===== config.mk =====
export PLATFORM = sky130hd
export DESIGN_NAME = pcc_capture_compare
export DESIGN_NICKNAME = d
export VERILOG_FILES = /design/src/hw/pcc_pkg.sv /design/src/hw/pcc_sync2.sv /design/src/hw/pcc_capture_compare.sv
export SDC_FILE = /design/constraint.sdc
export NUM_CORES = 1
export LEC_CHECK = 0
export BUFFER_PORTS_ARGS = -buffer_cell sky130_fd_sc_hd__buf_2
export CORE_ASPECT_RATIO = 1.1
export CORE_UTILIZATION = 57
export DETAILED_ROUTE_END_ITERATION = 10
export PLACE_DENSITY_LB_ADDON = 0.25
export SLEW_MARGIN = 20
export SYNTH_ARGS = -nofsm -noshare
export SYNTH_HDL_FRONTEND = slang
export SYNTH_SLANG_ARGS = --single-unit
export TNS_END_PERCENT = 1

===== constraint.sdc =====
create_clock -name sys_clk -period 3.4 [get_ports sys_clk]
set_clock_uncertainty 0.1 [all_clocks]
set_input_delay 0.17 -clock sys_clk [delete_from_list [all_inputs] [get_ports sys_clk]]
set_output_delay 0.17 -clock sys_clk [all_outputs]
set_load 0.01 [all_outputs]

===== src/hw/pcc_pkg.sv =====
// Shared constants for the counter-array capture/compare block.
// Assumes an 8-bit special-function-register port driven by a CPU on sys_clk.
package pcc_pkg;

   localparam int unsigned PCC_NUM_MOD = 3;

   // Register indices on the 8-bit register port.
   localparam logic [7:0] PCC_ADDR_CTRL   = 8'h00;
   localparam logic [7:0] PCC_ADDR_SETUP  = 8'h01;
   localparam logic [7:0] PCC_ADDR_CNTL   = 8'h02;
   localparam logic [7:0] PCC_ADDR_CNTH   = 8'h03;
   localparam logic [7:0] PCC_ADDR_MODE0  = 8'h04;
   localparam logic [7:0] PCC_ADDR_CPL0   = 8'h08;
   localparam logic [7:0] PCC_ADDR_CPH0   = 8'h0c;
   localparam logic [7:0] PCC_ADDR_PIN    = 8'h0f;

   // Fields of module_mode_config.
   localparam int unsigned PCC_MB_WIDE  = 7;
   localparam int unsigned PCC_MB_ECOM  = 6;
   localparam int unsigned PCC_MB_RISE  = 5;
   localparam int unsigned PCC_MB_FALL  = 4;
   localparam int unsigned PCC_MB_MAT   = 3;
   localparam int unsigned PCC_MB_FLIP  = 2;
   localparam int unsigned PCC_MB_PULSE = 1;
   localparam int unsigned PCC_MB_IRQ   = 0;

   // Fields of counter_control_reg.
   localparam int unsigned PCC_CB_CF  = 7;
   localparam int unsigned PCC_CB_RUN = 6;

   // Fields of counter_setup_reg.
   localparam int unsigned PCC_SB_TB_LO = 1;
   localparam int unsigned PCC_SB_ECF   = 0;

   // Timebase codes.
   localparam logic [2:0] PCC_TB_DIV12 = 3'h0;
   localparam logic [2:0] PCC_TB_DIV4  = 3'h1;
   localparam logic [2:0] PCC_TB_T0OVF = 3'h2;
   localparam logic [2:0] PCC_TB_ECI   = 3'h3;
   localparam logic [2:0] PCC_TB_SYS   = 3'h4;
   localparam logic [2:0] PCC_TB_OSC8  = 3'h5;

   localparam logic [3:0] PCC_DIV12_LAST = 4'hb;
   localparam logic [1:0] PCC_DIV4_LAST  = 2'h3;
   localparam logic [2:0] PCC_OSC8_LAST  = 3'h7;

   localparam logic [7:0]  PCC_BYTE_MAX = 8'hff;
   localparam logic [15:0] PCC_WORD_MAX = 16'hffff;

   typedef enum logic [2:0] {
      PCC_M_IDLE,
      PCC_M_CAPT,
      PCC_M_SWT,
      PCC_M_HSO,
      PCC_M_FREQ,
      PCC_M_PWM8,
      PCC_M_PWM16,
      PCC_M_PWMOFF
   } pcc_mode_t;

endpackage


===== src/hw/pcc_sync2.sv =====
// Two-stage synchroniser for one asynchronous level.
// Assumes the input is held long enough to be seen on two sys_clk edges.
`timescale 1ns/1ps
`default_nettype none
module pcc_sync2 (
   input  wire logic sys_clk,
   input  wire logic rst_n,
   input  wire logic d,
   output logic      q
);
   logic meta_q;

   always_ff @(posedge sys_clk or negedge rst_n) begin
      if (!rst_n) begin
         meta_q <= 1'b0;
         q      <= 1'b0;
      end else begin
         meta_q <= d;
         q      <= meta_q;
      end
   end
endmodule // pcc_sync2
`default_nettype wire


===== src/hw/pcc_capture_compare.sv =====
// Shared 16-bit counter with three capture/compare modules and their I/O lines.
// Assumes a CPU on sys_clk using the 8-bit register port and supplying the
// global and block interrupt enables and the timer 0 overflow pulse.
`timescale 1ns/1ps
`default_nettype none
// Operation
// - Each module picks its own mode independently
// - Rise/fall enables select capture edge
// - Valid edge copies counter into compare word
// - Capture sets event flag, may interrupt
// - Flags cleared only by software
// - Pin level readable to tell edge direction
// - Software timer flags on 16-bit match
// - Software timer needs comparator and event enables
// - Low write clears, high write sets comparator
// - High-speed output toggles line per match
// - Frequency mode toggles, adds high to low
// - Square wave is counter rate over 2*high
// - Frequency mode needs comparator, flip, pulse enables
// - PWM8 sets on low match, clears on overflow
// - PWM8 reloads low byte from high byte
// - PWM8 high fraction is (256-high)/256
// - Pulse modes; wide select picks 16-bit
// - PWM16 sets on match, clears on overflow
// - PWM16 fraction; comparator off gives zero
// - Interrupt needs module, block, global enables
// - Shared counter plus three independent modules
// - Three-bit timebase selects counter clock
module pcc_capture_compare
   import pcc_pkg::*;
(
   input  wire logic       sys_clk,
   input  wire logic       rst_n,
   input  wire logic [7:0] sfr_addr,
   input  wire logic       sfr_wr,
   input  wire logic       sfr_rd,
   input  wire logic [7:0] sfr_wdata,
   output logic      [7:0] sfr_rdata,
   input  wire logic       global_irq_enable,
   input  wire logic       block_irq_enable,
   input  wire logic       timer0_overflow,
   input  wire logic       external_count_input,
   input  wire logic       ext_osc_clk,
   input  wire logic [2:0] module_io_in,
   output logic      [2:0] module_io_out,
   output logic      [2:0] module_io_oe,
   output logic            irq
);

   typedef struct packed {
      logic [15:0]      cnt;
      logic [7:0]       snap;
      logic             cf;
      logic             run;
      logic [2:0]       tb;
      logic             ecf;
      logic [3:0]       div12;
      logic [1:0]       div4;
      logic [2:0]       osc_div;
      logic             eci_prev;
      logic             osc_prev;
      logic [2:0]       pin_prev;
      logic [2:0][7:0]  mode;
      logic [2:0][7:0]  cpl;
      logic [2:0][7:0]  cph;
      logic [2:0]       ccf;
      logic [2:0]       out;
      logic [2:0]       oe;
      logic             irq;
      logic [7:0]       rdata;
   } pcc_state_t;

   pcc_state_t s_q;
   pcc_state_t s_d;

   logic       eci_s;
   logic       osc_s;
   logic [2:0] pin_s;

   // The other party keeps each level for two clocks, so a level is never
   // missed by the two-stage sampling below.
   pcc_sync2 u_sync_eci (
      .sys_clk (sys_clk),
      .rst_n   (rst_n),
      .d       (external_count_input),
      .q       (eci_s)
   );

   pcc_sync2 u_sync_osc (
      .sys_clk (sys_clk),
      .rst_n   (rst_n),
      .d       (ext_osc_clk),
      .q       (osc_s)
   );

   genvar gi;
   generate
      for (gi = 0; gi < PCC_NUM_MOD; gi++) begin : g_pin_sync
         pcc_sync2 u_sync_pin (
            .sys_clk (sys_clk),
            .rst_n   (rst_n),
            .d       (module_io_in[gi]),
            .q       (pin_s[gi])
         );
      end
   endgenerate

   // One decoder serves every module, so each module follows its own
   // configuration byte only.
   function automatic pcc_mode_t pcc_decode(input logic [7:0] m);
      pcc_mode_t r;
      r = PCC_M_IDLE;
      if ((m[PCC_MB_RISE] || m[PCC_MB_FALL]) && !m[PCC_MB_MAT] && !m[PCC_MB_FLIP]
          && !m[PCC_MB_PULSE]) begin
         r = PCC_M_CAPT;
      end else if (m[PCC_MB_RISE] || m[PCC_MB_FALL]) begin
         r = PCC_M_IDLE;
      end else if (m[PCC_MB_PULSE] && !m[PCC_MB_ECOM]) begin
         r = PCC_M_PWMOFF;
      end else if (!m[PCC_MB_ECOM]) begin
         r = PCC_M_IDLE;
      end else if (m[PCC_MB_PULSE] && m[PCC_MB_FLIP]) begin
         r = PCC_M_FREQ;
      end else if (m[PCC_MB_PULSE]) begin
         r = m[PCC_MB_WIDE] ? PCC_M_PWM16 : PCC_M_PWM8;
      end else if (m[PCC_MB_MAT] && m[PCC_MB_FLIP]) begin
         r = PCC_M_HSO;
      end else if (m[PCC_MB_MAT]) begin
         r = PCC_M_SWT;
      end
      return r;
   endfunction

   always_comb begin
      logic        tick;
      logic [15:0] cnt_nxt;
      logic        ovf16;
      logic        ovf8;
      logic        osc_tick;
      logic [7:0]  lo_ref;
      logic        edge_hit;
      logic [7:0]  rd;
      pcc_mode_t   md;
      int          i;

      s_d      = s_q;
      tick     = 1'b0;
      cnt_nxt  = 16'h0000;
      ovf16    = 1'b0;
      ovf8     = 1'b0;
      i        = 0;
      osc_tick = 1'b0;
      lo_ref   = 8'h00;
      edge_hit = 1'b0;
      rd       = 8'h00;
      md       = PCC_M_IDLE;

      // Prescalers run freely so that a timebase change takes effect at once.
      s_d.div12 = (s_q.div12 == PCC_DIV12_LAST) ? 4'h0 : s_q.div12 + 4'h1;
      s_d.div4  = s_q.div4 + 2'h1;
      s_d.eci_prev = eci_s;
      s_d.osc_prev = osc_s;
      if (osc_s && !s_q.osc_prev) begin
         s_d.osc_div = s_q.osc_div + 3'h1;
         osc_tick    = (s_q.osc_div == PCC_OSC8_LAST);
      end

      case (s_q.tb)
         PCC_TB_DIV12: tick = (s_q.div12 == PCC_DIV12_LAST);
         PCC_TB_DIV4:  tick = (s_q.div4 == PCC_DIV4_LAST);
         PCC_TB_T0OVF: tick = timer0_overflow;
         PCC_TB_ECI:   tick = s_q.eci_prev && !eci_s;
         PCC_TB_SYS:   tick = 1'b1;
         PCC_TB_OSC8:  tick = osc_tick;
         default:      tick = 1'b0;
      endcase
      tick    = tick && s_q.run;
      cnt_nxt = s_q.cnt + 16'h0001;
      ovf16   = tick && (s_q.cnt == PCC_WORD_MAX);
      ovf8    = tick && (s_q.cnt[7:0] == PCC_BYTE_MAX);

      // Software side. A counter write beats a tick in the same cycle.
      if (sfr_wr) begin
         if (sfr_addr == PCC_ADDR_CTRL) begin
            s_d.cf  = sfr_wdata[PCC_CB_CF];
            s_d.run = sfr_wdata[PCC_CB_RUN];
            s_d.ccf = sfr_wdata[PCC_NUM_MOD-1:0];
         end
         if (sfr_addr == PCC_ADDR_SETUP) begin
            s_d.tb  = sfr_wdata[PCC_SB_TB_LO +: 3];
            s_d.ecf = sfr_wdata[PCC_SB_ECF];
         end
      end
      if (tick) begin
         s_d.cnt = cnt_nxt;
      end
      if (sfr_wr && sfr_addr == PCC_ADDR_CNTL) begin
         s_d.cnt[7:0] = sfr_wdata;
      end
      if (sfr_wr && sfr_addr == PCC_ADDR_CNTH) begin
         s_d.cnt[15:8] = sfr_wdata;
      end
      if (ovf16) begin
         s_d.cf = 1'b1;
      end

      s_d.pin_prev = pin_s;
      for (i = 0; i < PCC_NUM_MOD; i++) begin
         if (sfr_wr && sfr_addr == PCC_ADDR_MODE0 + 8'(i)) begin
            s_d.mode[i] = sfr_wdata;
         end
         if (sfr_wr && sfr_addr == PCC_ADDR_CPL0 + 8'(i)) begin
            s_d.cpl[i]              = sfr_wdata;
            s_d.mode[i][PCC_MB_ECOM] = 1'b0;
         end
         if (sfr_wr && sfr_addr == PCC_ADDR_CPH0 + 8'(i)) begin
            s_d.cph[i]              = sfr_wdata;
            s_d.mode[i][PCC_MB_ECOM] = 1'b1;
         end

         md = pcc_decode(s_q.mode[i]);
         case (md)
            PCC_M_CAPT: begin
               edge_hit = (s_q.mode[i][PCC_MB_RISE] && pin_s[i] && !s_q.pin_prev[i])
                       || (s_q.mode[i][PCC_MB_FALL] && !pin_s[i] && s_q.pin_prev[i]);
               if (edge_hit) begin
                  // A capture outranks a software write to the same byte.
                  s_d.cpl[i] = s_q.cnt[7:0];
                  s_d.cph[i] = s_q.cnt[15:8];
                  s_d.ccf[i] = 1'b1;
               end
            end
            PCC_M_SWT: begin
               if (tick && cnt_nxt == {s_q.cph[i], s_q.cpl[i]}) begin
                  s_d.ccf[i] = 1'b1;
               end
            end
            PCC_M_HSO: begin
               if (tick && cnt_nxt == {s_q.cph[i], s_q.cpl[i]}) begin
                  s_d.out[i] = !s_q.out[i];
                  s_d.ccf[i] = 1'b1;
               end
            end
            PCC_M_FREQ: begin
               // Half a period is high-byte ticks, giving rate/(2*high).
               if (tick && cnt_nxt[7:0] == s_q.cpl[i]) begin
                  s_d.out[i] = !s_q.out[i];
                  s_d.cpl[i] = s_q.cpl[i] + s_q.cph[i];
                  if (s_q.mode[i][PCC_MB_MAT]) begin
                     s_d.ccf[i] = 1'b1;
                  end
               end
            end
            PCC_M_PWM8: begin
               // The match is taken against the reloaded byte at rollover, so a
               // high byte of zero keeps the line high all the time.
               lo_ref = ovf8 ? s_q.cph[i] : s_q.cpl[i];
               if (ovf8) begin
                  s_d.cpl[i] = s_q.cph[i];
                  s_d.out[i] = 1'b0;
               end
               if (tick && cnt_nxt[7:0] == lo_ref) begin
                  s_d.out[i] = 1'b1;
                  if (s_q.mode[i][PCC_MB_MAT]) begin
                     s_d.ccf[i] = 1'b1;
                  end
               end
            end
            PCC_M_PWM16: begin
               if (ovf16) begin
                  s_d.out[i] = 1'b0;
               end
               if (tick && cnt_nxt == {s_q.cph[i], s_q.cpl[i]}) begin
                  s_d.out[i] = 1'b1;
                  if (s_q.mode[i][PCC_MB_MAT]) begin
                     s_d.ccf[i] = 1'b1;
                  end
               end
            end
            PCC_M_PWMOFF: begin
               s_d.out[i] = 1'b0;
            end
            default: begin
               s_d.out[i] = s_q.out[i];
            end
         endcase
         s_d.oe[i] = (md == PCC_M_HSO) || (md == PCC_M_FREQ) || (md == PCC_M_PWM8)
                  || (md == PCC_M_PWM16) || (md == PCC_M_PWMOFF);
      end

      // Interrupt request from flag and enables.
      s_d.irq = global_irq_enable && block_irq_enable
             && ((s_q.cf && s_q.ecf)
                 || (s_q.ccf[0] && s_q.mode[0][PCC_MB_IRQ])
                 || (s_q.ccf[1] && s_q.mode[1][PCC_MB_IRQ])
                 || (s_q.ccf[2] && s_q.mode[2][PCC_MB_IRQ]));

      // Reading the counter low byte freezes the high byte for a torn-free read.
      if (sfr_rd) begin
         case (sfr_addr)
            PCC_ADDR_CTRL:  rd = {s_q.cf, s_q.run, 3'h0, s_q.ccf};
            PCC_ADDR_SETUP: rd = {4'h0, s_q.tb, s_q.ecf};
            PCC_ADDR_CNTL:  rd = s_q.cnt[7:0];
            PCC_ADDR_CNTH:  rd = s_q.snap;
            PCC_ADDR_PIN:   rd = {5'h00, pin_s};
            default:        rd = 8'h00;
         endcase
         for (i = 0; i < PCC_NUM_MOD; i++) begin
            if (sfr_addr == PCC_ADDR_MODE0 + 8'(i)) rd = s_q.mode[i];
            if (sfr_addr == PCC_ADDR_CPL0 + 8'(i))  rd = s_q.cpl[i];
            if (sfr_addr == PCC_ADDR_CPH0 + 8'(i))  rd = s_q.cph[i];
         end
         if (sfr_addr == PCC_ADDR_CNTL) begin
            s_d.snap = s_q.cnt[15:8];
         end
         s_d.rdata = rd;
      end
   end

   always_ff @(posedge sys_clk or negedge rst_n) begin
      if (!rst_n) begin
         s_q <= '0;
      end else begin
         s_q <= s_d;
      end
   end

   assign sfr_rdata     = s_q.rdata;
   assign module_io_out = s_q.out;
   assign module_io_oe  = s_q.oe;
   assign irq           = s_q.irq;

endmodule // pcc_capture_compare
`default_nettype wire


==> results.py <==
metrics = {
    "run_status": {
        "status": "finished with violations",
        "violations": "setup timing",
    },
    "setup_path": {
        "crit_path_top_delay_cell": "nor4b_1",
        "crit_top_cell": "buf_4",
        "critPathKind": "reg2reg",
        "cp-end-kind": "flop",
        "critPathRequiredTime_ns": 3.62,
        "cp_max_fo": 5,
        "start_kind": "flop",
        "critical_path.cell_chain": "buf_6, nand4_4, or3_4, and2_4, xnor2_2, buf_4, buf_4, buf_4, nor4b_1, buf_4, o31ai_1, o31ai_2, mux2_1, or3_1",
        "arrival_ns": 3.65,
        "cpPeakStageDelay_ns": 0.44,
    },
    "timing": {
        "min_period_over_period_pct": 101,
        "timing.slew.headroom_pct": 39.8,
        "rsz0062_at_grt": "true",
        "slew_violations": 0,
        "fin_ws_ns": -0.0277,
        "finalSetupViolCount": 1,
        "max_clock_freq_ghz": 0.292,
        "final-hold-violation-count": 0,
        "fin_crit_ns": 3.43,
        "worst_pin_slew_ns": 0.899,
    },
    "route": {
        "drc_errors": 0,
        "vias_per_cell": 6.90,
        "dr.first_iter.drc_count": 1676,
        "drtPass1Iterations": 8,
        "post_drt_wl_per_cell_um": 25.9,
        "num_vias": 11500,
        "ant_nets": 0,
        "drt-total-wl_mm": 43.1,
    },
    "grt": {
        "grt_start_max_net_pins": 85,
        "antenna_found_initial": 0,
        "grt_pass1_wl_mm": 66.2,
        "grt_pass1_vias": 11200,
        "gr-total-overflow": 0,
        "grt.total_usage_pct": 44.6,
    },
    "clocking": {
        "h-tree-depth": 4,
        "cts_max_path_buffers": 2,
        "cts_sinks": 144,
        "clockRootBuffer": "clkbuf_16",
        "tritoncts": "done",
        "clk_latency_ns": 0.45,
        "cts_made_buffers": 17,
        "clkTransAtPathRegs_ns": 0.07,
    },
    "cells_and_area": {
        "fill_cells": 1554,
        "drive_gt1_share_pct": 21.7,
        "n_antenna_cell": 0,
        "final_common_cell": "nand2_1",
        "fin_nets": 1459,
        "area_growth_syn_to_layout_pct": 18.0,
        "mostFrequentLayoutCells": "nand2_1 (144), dfrtp_1 (141), buf_4 (131)",
        "fin_cells": 1662,
    },
    "yosys": {
        "yosysTopAreaCellShare_pct": 32.4,
        "ys_warn_count": 0,
        "synth_area_leaders": "dfrtp_1 (32%), mux2_2 (5.3%), mux2i_1 (5.0%)",
        "ys_seq_area_share_pct": 32.4,
        "synthesis.nets": 1356,
        "syn_area_um2": 11100,
        "synth_edf_count": 0,
        "yosysTopAreaCell": "dfrtp_1",
        "ys_async_sr_fraction_pct": 100,
        "synth_ff_type": "dfrtp_1",
        "avgSynthCellArea_um2": 8.56,
        "ys_ff_latch": 144,
        "synthCells": 1299,
        "post_synth_num_cell_types": 83,
    },
    "power": {
        "power_density_nw_per_um2": 526,
        "peakVddDrop_v": 0.000401,
        "finalPower_mw": 6.89,
        "p_leak_nw": 5.81,
    },
    "place": {
        "io_buffers": 42,
        "gp_congestion": 1.04,
        "dp_slack_ns": -0.0355,
        "placed_cells": 1615,
        "hpwlAfterDp_mm": 30.9,
    },
    "floorplan": {
        "core-area_um2": 19100,
        "floorplan.initialDensity_pct": 58.2,
        "fp.dieH_um": 148,
        "pin_count": 43,
        "dieArea_um2": 20100,
        "rows": 53,
        "die_w_um": 135,
    },
    "flow_run": {
        "maxCapViolations": 0,
    },
    "min_path": {
        "holdCritPathClass": "in2reg",
    },
}
## layout make-up
| class | count | area, µm² | area share [%] |
|---|---|---|---|
| Clock buffer | 17 | 425 | 3.24 |
| Clock inverter | 15 | 206 | 1.57 |
| Inverter | 25 | 93.8 | 0.716 |
| Multi-Input combinational cell | 1029 | 7140 | 54.4 |
| Sequential cell | 144 | 3610 | 27.5 |
| Tap cell | 247 | 309 | 2.36 |
| Timing Repair Buffer | 185 | 1330 | 10.2 |
## cells in the mapped netlist (4+ instances only)
cell	instances
a211o_1	6
a211oi_1	15
a21boi_0	4
a21o_1	4
a21oi_1	85
a221o_1	4
a221oi_1	17
a22o_1	5
a22oi_1	18
a31oi_1	17
a32oi_1	7
and2_1	12
and3_1	15
and4_1	5
buf_1	5
buf_2	13
buf_4	14
clkbuf_1	68
dfrtp_1	144
ha_1	26
inv_1	25
mux2_2	52
mux2i_1	56
nand2_1	144
nand2b_1	12
nand3_1	37
nand4_1	20
nand4b_1	4
nor2_1	105
nor2b_1	11
nor3_1	25
nor3b_1	5
nor4_1	16
o211ai_1	14
o21ai_0	87
o21bai_1	7
o221a_2	4
o221ai_1	5
o22ai_1	9
or3_1	8
or4_1	7
xnor2_1	58
xnor3_1	4
xor2_1	30
## cells by family after synthesis
| group | count (synthesis) | share of synthesized area, % |
|---|---|---|
| and+or+nand+nor | 447 | 19.7 |
| AOI/OAI and AO/OA | 346 | 20.4 |
| DFF | 144 | 32.4 |
| buffers and inverters | 126 | 4.91 |
| muxes | 110 | 10.6 |
| xor gates and xnor gates | 97 | 8.48 |
| adders and majority gates | 29 | 3.47 |
## worst paths after layout
kind / from / endpoint / slack (ns) / depth (start not counted)
min: sfr_rd / sfr_rdata[4]$_DFFE_PN0P_ / 0.09 / 4
min in group asynchronous: rst_n / g_pin_sync[2].u_sync_pin.q$_DFF_PN0_ / 0.26 / 2
min reg2reg: u_sync_osc.meta_q$_DFF_PN0_ / u_sync_osc.q$_DFF_PN0_ / 0.25 / 0
max in group asynchronous: rst_n / s_q[20]$_DFF_PN0_ / 2.10 / 3
max reg2reg: s_q[119]$_DFFE_PN0P_ / module_io_out[1]$_DFFE_PN0P_ / -0.03 / 14
max: s_q[119]$_DFFE_PN0P_ / module_io_out[1]$_DFFE_PN0P_ / -0.03 / 14
## sequential cells by signal, indices dropped and copies added (netlist names)
| signal | flops |
|---|---|
| sfr_rdata | 8 |
| module_io_out | 3 |
| module_io_oe | 3 |
| u_sync_osc.q | 1 |
| u_sync_eci.meta_q | 1 |
| g_pin_sync.u_sync_pin.q | 3 |
| irq | 1 |
| u_sync_eci.q | 1 |
| s_q | 119 |
| g_pin_sync.u_sync_pin.meta_q | 3 |
| u_sync_osc.meta_q | 1 |
## per-layer routing
layer,share of wire [%],track usage (%),vias up
li1,-,-,4985
met1,38,57.7,5451
met2,43,67.1,830
met3,12,10.9,196
met4,6.1,27.7,0
met5,0,0,-
## critical path, delay by kind of cell (launching register included)
| kind | cells | cell delay, ns |
|---|---|---|
| AND/OR/NAND/NOR | 5 | 1.45 |
| buffers and inverters | 5 | 0.65 |
| flip-flops | 1 | 0.42 |
| multiplexers | 1 | 0.34 |
| XOR/XNOR | 1 | 0.18 |
| AO/OA/AOI/OAI | 2 | 0.16 |
## per-stage QoR
stage / utilization [%] / instance area (µm²) / TNS [ns] / hold WS [ns]
after CTS: 68.3 / 13100 / -0.00151 / 0.0833
after global placement: 63.9 / 12200 / 0 / 0.175
after global routing: 68.7 / 13100 / -0.194 / 0.117
after floorplan: - / 11200 / -0.00863 / -0.226
final: 68.7 / 13100 / -0.0277 / 0.0908
after detailed placement: 63.9 / 12200 / -0.0355 / 0.179
## report_power, final
| group | leakage (nW) | switching, mW | internal, mW |
|---|---|---|---|
| registers | 1.77 | 0.449 | 1.93 |
| logic | 3.74 | 1.38 | 1.17 |
| clock network | 0.303 | 0.965 | 1.01 |
## what timing repair did
action	in CTS	in global routing
hold buffers	8	0
pin swaps	11	6
setup endpoints to repair	2	4
setup buffers	6	1
endpoints found under the hold margin	89	0
gates resized for setup	18	12
Note: power is estimated with default switching activity, not from simulation.
